--- config.mk ---
export PLATFORM = sky130hd
export DESIGN_NAME = pcsr_regs
export DESIGN_NICKNAME = d
export VERILOG_FILES = /design/src/core/pcsr_pkg.sv /design/src/core/pcsr_regs.sv /design/src/core/pcsr_rst_sync.sv
export SDC_FILE = /design/constraint.sdc
export NUM_CORES = 1
export LEC_CHECK = 0
export BUFFER_PORTS_ARGS = -buffer_cell sky130_fd_sc_hd__buf_2
export CORE_UTILIZATION = 45
export CTS_CLUSTER_SIZE = 30
export DETAILED_ROUTE_END_ITERATION = 6
export GPL_ROUTABILITY_DRIVEN = 0
export PLACE_DENSITY = 0.81
export SLEW_MARGIN = 20
export SYNTH_ARGS = -nofsm -noshare
export SYNTH_HDL_FRONTEND = slang
export SYNTH_SLANG_ARGS = --single-unit
--- constraint.sdc ---
create_clock -name mclk -period 1.6 [get_ports mclk]
set_input_delay 0.24 -clock mclk [delete_from_list [all_inputs] [get_ports mclk]]
set_output_delay 0.24 -clock mclk [all_outputs]
set_load 0.005 [all_outputs]
--- src/core/pcsr_pkg.sv ---
/*
 * Constants for the command and status register bank of a PCI attached
 * host controller: register indices and byte addresses, bit positions,
 * reset values, write masks and the interrupt bit layout.
 * Assumes an APB slave with 32-bit data and byte addresses on paddr.
 */
package pcsr_pkg;

    // register indices as printed, byte address is four times the index
    localparam logic [7:0]  PCSR_CMD_IDX      = 8'h04;
    localparam logic [7:0]  PCSR_STS_IDX      = 8'h06;
    localparam logic [7:0]  PCSR_CMD_ADDR     = 8'(PCSR_CMD_IDX * 4);
    localparam logic [7:0]  PCSR_STS_ADDR     = 8'(PCSR_STS_IDX * 4);
    localparam logic [7:0]  PCSR_IRQ_STS_ADDR = 8'h20;
    localparam logic [7:0]  PCSR_IRQ_MSK_ADDR = 8'h24;

    // command bit positions
    localparam int PCSR_CMD_IOS   = 0;
    localparam int PCSR_CMD_MS    = 1;
    localparam int PCSR_CMD_BM    = 2;
    localparam int PCSR_CMD_SC    = 3;
    localparam int PCSR_CMD_MWI   = 4;
    localparam int PCSR_CMD_PER   = 6;
    localparam int PCSR_CMD_SYSTEM_ERROR_DRIVER_ENABLE = 8;

    // writable command bits and reset value
    localparam logic [15:0] PCSR_CMD_WR_MASK = 16'h015F;
    localparam logic [15:0] PCSR_CMD_RESET   = 16'h0000;

    // status bit positions
    localparam int PCSR_STS_DPE   = 15;
    localparam int PCSR_STS_SSE   = 14;
    localparam int PCSR_STS_RMA   = 13;
    localparam int PCSR_STS_RTA   = 12;
    localparam int PCSR_STS_STA   = 11;
    localparam int PCSR_STS_SEL   = 9;
    localparam int PCSR_STS_MASTER_PARITY_ERROR  = 8;
    localparam int PCSR_STS_BACK_TO_BACK_CAPABLE  = 7;
    localparam int PCSR_STS_FAST_CLOCK_CAPABLE  = 5;
    localparam int PCSR_STS_CL    = 4;

    // status constants after reset
    localparam logic [1:0]  PCSR_SEL_MEDIUM = 2'h1;
    localparam logic [15:0] PCSR_STS_RESET  = 16'h0210;

    // interrupt status and mask layout, one bit per event
    localparam int PCSR_IRQ_W    = 6;
    localparam int PCSR_IRQ_DPE  = 0;
    localparam int PCSR_IRQ_SSE  = 1;
    localparam int PCSR_IRQ_RMA  = 2;
    localparam int PCSR_IRQ_RTA  = 3;
    localparam int PCSR_IRQ_STA  = 4;
    localparam int PCSR_IRQ_MASTER_PARITY_ERROR = 5;
    localparam logic [PCSR_IRQ_W-1:0] PCSR_IRQ_RESET = 6'h00;

endpackage

--- src/core/pcsr_regs.sv ---
/*
 * Command and status register bank with APB access, event flags,
 * error line drivers, decode gating and a maskable interrupt.
 * Assumes event inputs are one-cycle pulses from logic on mclk.
 */
// Local design decision: the APB interface to the registers.
module pcsr_regs
    import pcsr_pkg::*;
#(
    parameter logic [1:0] SEL_TIMING  = pcsr_pkg::PCSR_SEL_MEDIUM,
    parameter bit         FAST_CAP    = 1'b0,
    parameter bit         B2B_CAP     = 1'b0
)
(
    input  wire logic        mclk,
    input  wire logic        rst_n,
    input  wire logic [7:0]  paddr,
    input  wire logic        psel,
    input  wire logic        penable,
    input  wire logic        pwrite,
    input  wire logic [31:0] pwdata,
    input  wire logic [3:0]  pstrb,
    output logic      [31:0] prdata,
    output logic             pready,
    output logic             pslverr,
    input  wire logic        data_parity_err,
    input  wire logic        addr_parity_err,
    input  wire logic        master_abort_evt,
    input  wire logic        abort_in_special,
    input  wire logic        target_abort_rcvd,
    input  wire logic        target_abort_sent,
    input  wire logic        master_perr_evt,
    input  wire logic        mem_decode_hit,
    input  wire logic        io_decode_hit,
    input  wire logic        special_cycle_seen,
    input  wire logic        master_req,
    input  wire logic        mwi_wanted,
    output logic             mem_claim,
    output logic             io_claim,
    output logic             special_cycle_take,
    output logic             master_req_out,
    output logic             use_mwi,
    output logic             write_invalidate_enable,
    output logic             special_cycle_monitor,
    output logic             master_enable,
    output logic             memory_decode_enable,
    output logic             io_decode_enable,
    output logic             parity_response_enable,
    output logic             system_error_driver_enable,
    output logic             serr_n_o,
    output logic             serr_n_oe,
    output logic             perr_n_o,
    output logic             perr_n_oe,
    output logic             irq
);

    import pcsr_pkg::*;

    // elaboration check on the timing code
    if (SEL_TIMING == 2'h3)
    begin : g_bad_timing
        $error("select timing code 11 is reserved");
    end

    typedef struct packed {
        logic [15:0]            cmd;
        logic                   parity_error_detected;
        logic                   system_error_signalled;
        logic                   master_abort_received;
        logic                   target_abort_received;
        logic                   target_abort_signalled;
        logic                   master_parity_error;
        logic [PCSR_IRQ_W-1:0]  irq_sts;
        logic [PCSR_IRQ_W-1:0]  irq_msk;
        logic [31:0]            rdata;
        logic                   err;
        logic                   serr_drv;
        logic                   perr_drv;
    } pcsr_state_s;

    pcsr_state_s s_q;
    pcsr_state_s s_d;
    logic        rst_q_n;
    logic [15:0] status_word;
    logic [PCSR_IRQ_W-1:0] ev;
    logic        wr_acc;
    logic        setup;

    // address match, used by read, write and error decode
    function automatic logic hit(input logic [7:0] a, input logic [7:0] r);
        hit = (a == r);
    endfunction

    // byte-lane merge of a 16-bit register under a write mask
    function automatic logic [15:0] merge16(input logic [15:0] old,
                                            input logic [15:0] nw,
                                            input logic [1:0]  strb,
                                            input logic [15:0] msk);
        logic [15:0] lane;
        lane = {{8{strb[1]}}, {8{strb[0]}}} & msk;
        merge16 = (old & ~lane) | (nw & lane);
    endfunction

    pcsr_rst_sync u_rst_sync
    (
        .mclk       (mclk),
        .rst_n      (rst_n),
        .rst_sync_n (rst_q_n)
    );

    // status word assembled from flags and fixed capability bits
    always_comb
    begin
        status_word = 16'h0000;
        status_word[PCSR_STS_DPE]  = s_q.parity_error_detected;
        status_word[PCSR_STS_SSE]  = s_q.system_error_signalled;
        status_word[PCSR_STS_RMA]  = s_q.master_abort_received;
        status_word[PCSR_STS_RTA]  = s_q.target_abort_received;
        status_word[PCSR_STS_STA]  = s_q.target_abort_signalled;
        status_word[PCSR_STS_SEL +: 2] = SEL_TIMING;
        status_word[PCSR_STS_MASTER_PARITY_ERROR] = s_q.master_parity_error;
        status_word[PCSR_STS_BACK_TO_BACK_CAPABLE] = B2B_CAP;
        status_word[PCSR_STS_FAST_CLOCK_CAPABLE] = FAST_CAP;
        status_word[PCSR_STS_CL]   = 1'b1;
    end

    // next state: events, bus writes, read capture
    always_comb
    begin
        s_d    = s_q;
        wr_acc = psel & penable & pwrite;
        setup  = psel & ~penable;
        // error lines: system error needs both enables, parity needs one
        s_d.serr_drv = addr_parity_err & s_q.cmd[PCSR_CMD_SYSTEM_ERROR_DRIVER_ENABLE]
                       & s_q.cmd[PCSR_CMD_PER];
        s_d.perr_drv = data_parity_err & s_q.cmd[PCSR_CMD_PER];
        // events that set sticky flags
        ev = '0;
        ev[PCSR_IRQ_DPE]  = data_parity_err | addr_parity_err;
        ev[PCSR_IRQ_SSE]  = s_d.serr_drv;
        ev[PCSR_IRQ_RMA]  = master_abort_evt & ~abort_in_special;
        ev[PCSR_IRQ_RTA]  = target_abort_rcvd;
        ev[PCSR_IRQ_STA]  = target_abort_sent;
        ev[PCSR_IRQ_MASTER_PARITY_ERROR] = master_perr_evt
                            & s_q.cmd[PCSR_CMD_PER];
        // flags only ever set, no bus path clears them
        s_d.parity_error_detected  = s_q.parity_error_detected  | ev[PCSR_IRQ_DPE];
        s_d.system_error_signalled  = s_q.system_error_signalled  | ev[PCSR_IRQ_SSE];
        s_d.master_abort_received  = s_q.master_abort_received  | ev[PCSR_IRQ_RMA];
        s_d.target_abort_received  = s_q.target_abort_received  | ev[PCSR_IRQ_RTA];
        s_d.target_abort_signalled  = s_q.target_abort_signalled  | ev[PCSR_IRQ_STA];
        s_d.master_parity_error = s_q.master_parity_error | ev[PCSR_IRQ_MASTER_PARITY_ERROR];
        // interrupt status: write one clears, a new event wins
        s_d.irq_sts = s_q.irq_sts | ev;
        if (wr_acc && hit(paddr, PCSR_IRQ_STS_ADDR) && pstrb[0])
        begin
            s_d.irq_sts = (s_q.irq_sts & ~pwdata[PCSR_IRQ_W-1:0]) | ev;
        end
        if (wr_acc && hit(paddr, PCSR_IRQ_MSK_ADDR) && pstrb[0])
        begin
            s_d.irq_msk = pwdata[PCSR_IRQ_W-1:0];
        end
        // command write, only the implemented enables change
        if (wr_acc && hit(paddr, PCSR_CMD_ADDR))
        begin
            s_d.cmd = merge16(s_q.cmd, pwdata[15:0], pstrb[1:0],
                              PCSR_CMD_WR_MASK);
        end
        // read data and error captured in the setup cycle
        if (setup)
        begin
            s_d.err   = 1'b0;
            s_d.rdata = 32'h0000_0000;
            if (hit(paddr, PCSR_CMD_ADDR))
            begin
                s_d.rdata[15:0] = s_q.cmd;
            end
            else if (hit(paddr, PCSR_STS_ADDR))
            begin
                s_d.rdata[15:0] = status_word;
            end
            else if (hit(paddr, PCSR_IRQ_STS_ADDR))
            begin
                s_d.rdata[PCSR_IRQ_W-1:0] = s_q.irq_sts;
            end
            else if (hit(paddr, PCSR_IRQ_MSK_ADDR))
            begin
                s_d.rdata[PCSR_IRQ_W-1:0] = s_q.irq_msk;
            end
            else
            begin
                s_d.err = 1'b1;
            end
        end
    end

    // state register, constants under reset
    always_ff @(posedge mclk or negedge rst_q_n)
    begin
        if (!rst_q_n)
        begin
            s_q         <= '0;
            s_q.cmd     <= PCSR_CMD_RESET;
            s_q.irq_sts <= PCSR_IRQ_RESET;
            s_q.irq_msk <= PCSR_IRQ_RESET;
        end
        else
        begin
            s_q <= s_d;
        end
    end

    // bus answers: zero wait, data and error from flops
    assign pready  = 1'b1;
    assign prdata  = s_q.rdata;
    assign pslverr = s_q.err & psel & penable;

    // enable bits out
    assign write_invalidate_enable    = s_q.cmd[PCSR_CMD_MWI];
    assign special_cycle_monitor      = s_q.cmd[PCSR_CMD_SC];
    assign master_enable              = s_q.cmd[PCSR_CMD_BM];
    assign memory_decode_enable       = s_q.cmd[PCSR_CMD_MS];
    assign io_decode_enable           = s_q.cmd[PCSR_CMD_IOS];
    assign parity_response_enable     = s_q.cmd[PCSR_CMD_PER];
    assign system_error_driver_enable = s_q.cmd[PCSR_CMD_SYSTEM_ERROR_DRIVER_ENABLE];

    // gating of the engine's requests by the enables
    assign mem_claim          = mem_decode_hit & s_q.cmd[PCSR_CMD_MS];
    assign io_claim           = io_decode_hit & s_q.cmd[PCSR_CMD_IOS];
    assign special_cycle_take = special_cycle_seen
                                & s_q.cmd[PCSR_CMD_SC];
    assign master_req_out     = master_req & s_q.cmd[PCSR_CMD_BM];
    assign use_mwi            = master_req_out & mwi_wanted
                                & s_q.cmd[PCSR_CMD_MWI];

    // open-drain error lines, low when enabled
    assign serr_n_o  = 1'b0;
    assign serr_n_oe = s_q.serr_drv;
    assign perr_n_o  = 1'b0;
    assign perr_n_oe = s_q.perr_drv;

    // level interrupt from unmasked sticky bits
    assign irq = |(s_q.irq_sts & s_q.irq_msk);
endmodule

--- src/core/pcsr_rst_sync.sv ---
/*
 * Reset release synchroniser: asserts at once, releases after two edges.
 * Assumes rst_n may change at any time relative to mclk.
 */
module pcsr_rst_sync
(
    input  wire logic mclk,
    input  wire logic rst_n,
    output logic      rst_sync_n
);

    logic [1:0] sync_q;

    // two stage release, constants only under reset
    always_ff @(posedge mclk or negedge rst_n)
    begin
        if (!rst_n)
        begin
            sync_q <= 2'h0;
        end
        else
        begin
            sync_q <= {sync_q[0], 1'b1};
        end
    end

    assign rst_sync_n = sync_q[1];

endmodule

==> impl_metrics.py <==
metrics = {
    "critical_path": {
        "cp_max_fo": 4,
        "cp_top_family": "flip-flops",
        "end_kind": "output pin",
        "required_ns": 1.36,
        "critPathBufInv": 1,
        "slowest_delay_ns": 0.44,
        "crit_arrival_ns": 1.19,
        "crit_path_top_delay_cell": "dfrtp_1",
        "crit_chain": "and2_1 > and3_1 > buf_2",
        "cp-start-kind": "flop",
        "worstSetupPathType": "reg -> out",
    },
    "drt": {
        "via_count": 1567,
        "wl_per_cell_um": 13.8,
        "drc": 0,
        "drtAntennaViolNets": 0,
        "wl_um": 4380,
        "drt_first_iter_violations": 70,
        "first_pass_iters": 4,
        "vias_per_cell": 4.93,
    },
    "timing": {
        "timing.hold.ws_ns": 0.154,
        "rsz0062_at_grt": "false",
        "clock_skew_ns": 0.00832,
        "timing.final.crit_share_pct": 89.5,
        "finalMaxSlewViolations": 0,
        "tightest_slew_ns": 0.512,
        "finalHoldViolCount": 0,
        "layout_min_cycle_time_ns": 1.43,
        "setup_viol": 0,
        "maxSlewHeadroom_pct": 65.9,
        "fmax_ghz": 0.699,
    },
    "clocking": {
        "clkSinkCount": 44,
        "cts_buffers": 5,
        "cts-resized-gates": 0,
        "htree_levels": 2,
        "clk_pin_slew_worst_paths_ns": 0.08,
        "tritoncts": "yes",
        "clockRootBuffer": "clkbuf_8",
        "clock_path_buffers": 2,
        "clock_latency_ns": 0.30,
    },
    "place": {
        "dp.cells": 310,
        "dp_hpwl_um": 3390,
        "port_buffers": 64,
    },
    "floorplanning": {
        "die_h_um": 72.1,
        "die_w_um": 72.1,
        "initial_core_util_pct": 46.8,
        "pin_count": 112,
        "core_area_mm2": 0.00472,
        "dieArea_mm2": 0.00520,
        "rows": 25,
    },
    "power_and_ir_drop": {
        "vdd_drop_max_mv": 0.451,
        "leakagePower_nw": 1.38,
        "p_per_area_mw_per_mm2": 761,
    },
    "synthesis": {
        "yosys.area.top_type_share_pct": 49.8,
        "yosysSeqAreaShare_pct": 49.8,
        "syn_inst": 183,
        "avgSynthCellArea_um2": 12.1,
        "ys_seq_elements": 44,
        "yosys.area.top_type": "dfrtp_1",
        "synth-main-ff-cell": "dfrtp_1",
        "syn_area_mm2": 0.00221,
        "synthTopCellsByCount": "dfrtp_1 (44), buf_4 (35), mux2_2 (14)",
        "synth_cell_types": 38,
        "yosysWarnings": 0,
        "synthTopCellsByArea": "dfrtp_1 (50%), buf_4 (12%), mux2_2 (7.1%)",
        "synth_most_common_cell": "dfrtp_1",
        "ys_async_sr_fraction_pct": 100,
        "synth_edf_count": 0,
    },
    "final_layout": {
        "stdcell_count": 318,
        "num_antenna_cells": 0,
        "fill_cells": 419,
        "drive_gt1_share_pct": 44.6,
        "layout.nets": 312,
        "area_growth_pct": 18.7,
    },
    "global_routing": {
        "grt-ovfl-total": 0,
        "busiest_layer": "met2",
        "grt_pass1_wl_um": 7190,
        "grt_max_degree": 43,
        "grt_pass1_vias": 1513,
        "grt_usage_pct": 18.4,
        "use_met2_pct": 29.0,
        "grtUsageMet3_pct": 4.72,
        "antenna_found_initial": 0,
        "use_met1_pct": 24.9,
    },
    "min_path": {
        "hold_path_class": "in -> reg",
    },
    "status": {
        "outcome": "completed",
    },
    "flow_run": {
        "max_cap_viol_count": 0,
    },
}
[worst paths after layout]
path / startpoint / end / slack [ns] / cells after the start
setup reg to reg: flop / prdata[4] / 0.31 / 3
min in group asynchronous: rst_n / u_rst_sync.sync_q[0] / 0.24 / 2
setup / recovery: flop / use_mwi / 0.17 / 3
max in group asynchronous: u_rst_sync.sync_q[1] / prdata[2] / 0.93 / 1
hold / removal: target_abort_rcvd / s_q[44] / 0.15 / 2
hold reg to reg: u_rst_sync.sync_q[1] / s_q[48] / 0.30 / 1
[power breakdown]
part	internal, mW	switching (mW)	leakage, nW	total, mW
Combinational	0.0881	0.108	0.776	0.196
Sequential	1.13	0.0111	0.563	1.14
Clock	0.296	0.368	0.0400	0.663
[cell type report]
type | instances | area (µm²) | share of cell area [%]
flip-flops and latches | 44 | 1100 | 41.9
multi-input cells | 114 | 877 | 33.4
repair buffers | 81 | 463 | 17.6
well taps | 67 | 83.8 | 3.19
clock buffers | 5 | 68.8 | 2.62
inverters | 5 | 18.8 | 0.715
clock inverters | 2 | 12.5 | 0.477
[through the flow]
stage	area [µm²]	utilization [%]	worst slack (ns)	power (mW)	TNS [ns]
floorplan	2290	-	0.0438	1.29	0
global placement	2530	53.6	-0.00177	1.35	-0.00542
detailed placement	2530	53.6	-0.0145	1.36	-0.0556
CTS	2630	55.6	0.151	2.02	0
global route	2630	55.6	0.0961	2.10	0
finish	2630	55.6	0.169	2.00	0
[cells by family after synthesis]
group,synth area share [%]
AND/OR/NAND/NOR,15.9
flip-flops,49.8
AO/OA/AOI/OAI,10.6
buffers and inverters,13.9
multiplexers,9.39
other,0.340
[layout by cell type, fill, tap and decap left out, types with 2 or more instances in the layout]
cell type,Yosys,final
buf_2,0,64
dfrtp_1,44,44
conb_1,2,22
buf_4,35,15
mux2_2,14,14
a22o_1,8,8
nand4_1,7,7
a21o_1,7,7
and2_1,6,6
inv_1,5,5
mux2i_1,5,5
nand2_1,5,5
clkbuf_8,0,5
o221ai_1,4,4
and3_1,3,3
or2_2,3,3
a22oi_1,3,3
nand3_1,3,3
nor3_1,3,3
nor4b_4,2,2
and4_1,2,2
[layer usage]
metal  part of all wire [%]  up-vias
met5                      0        -
met4                    1.3        0
met3                    5.7        5
met2                     49       58
met1                     44      764
li1                       -      740
[repair_timing]
item / in CTS / in global routing
setup buffers: 0 / 0
endpoints found under the hold margin: 2 / 0
hold buffers: 1 / 0
Note: power is estimated with default switching activity, not from simulation.
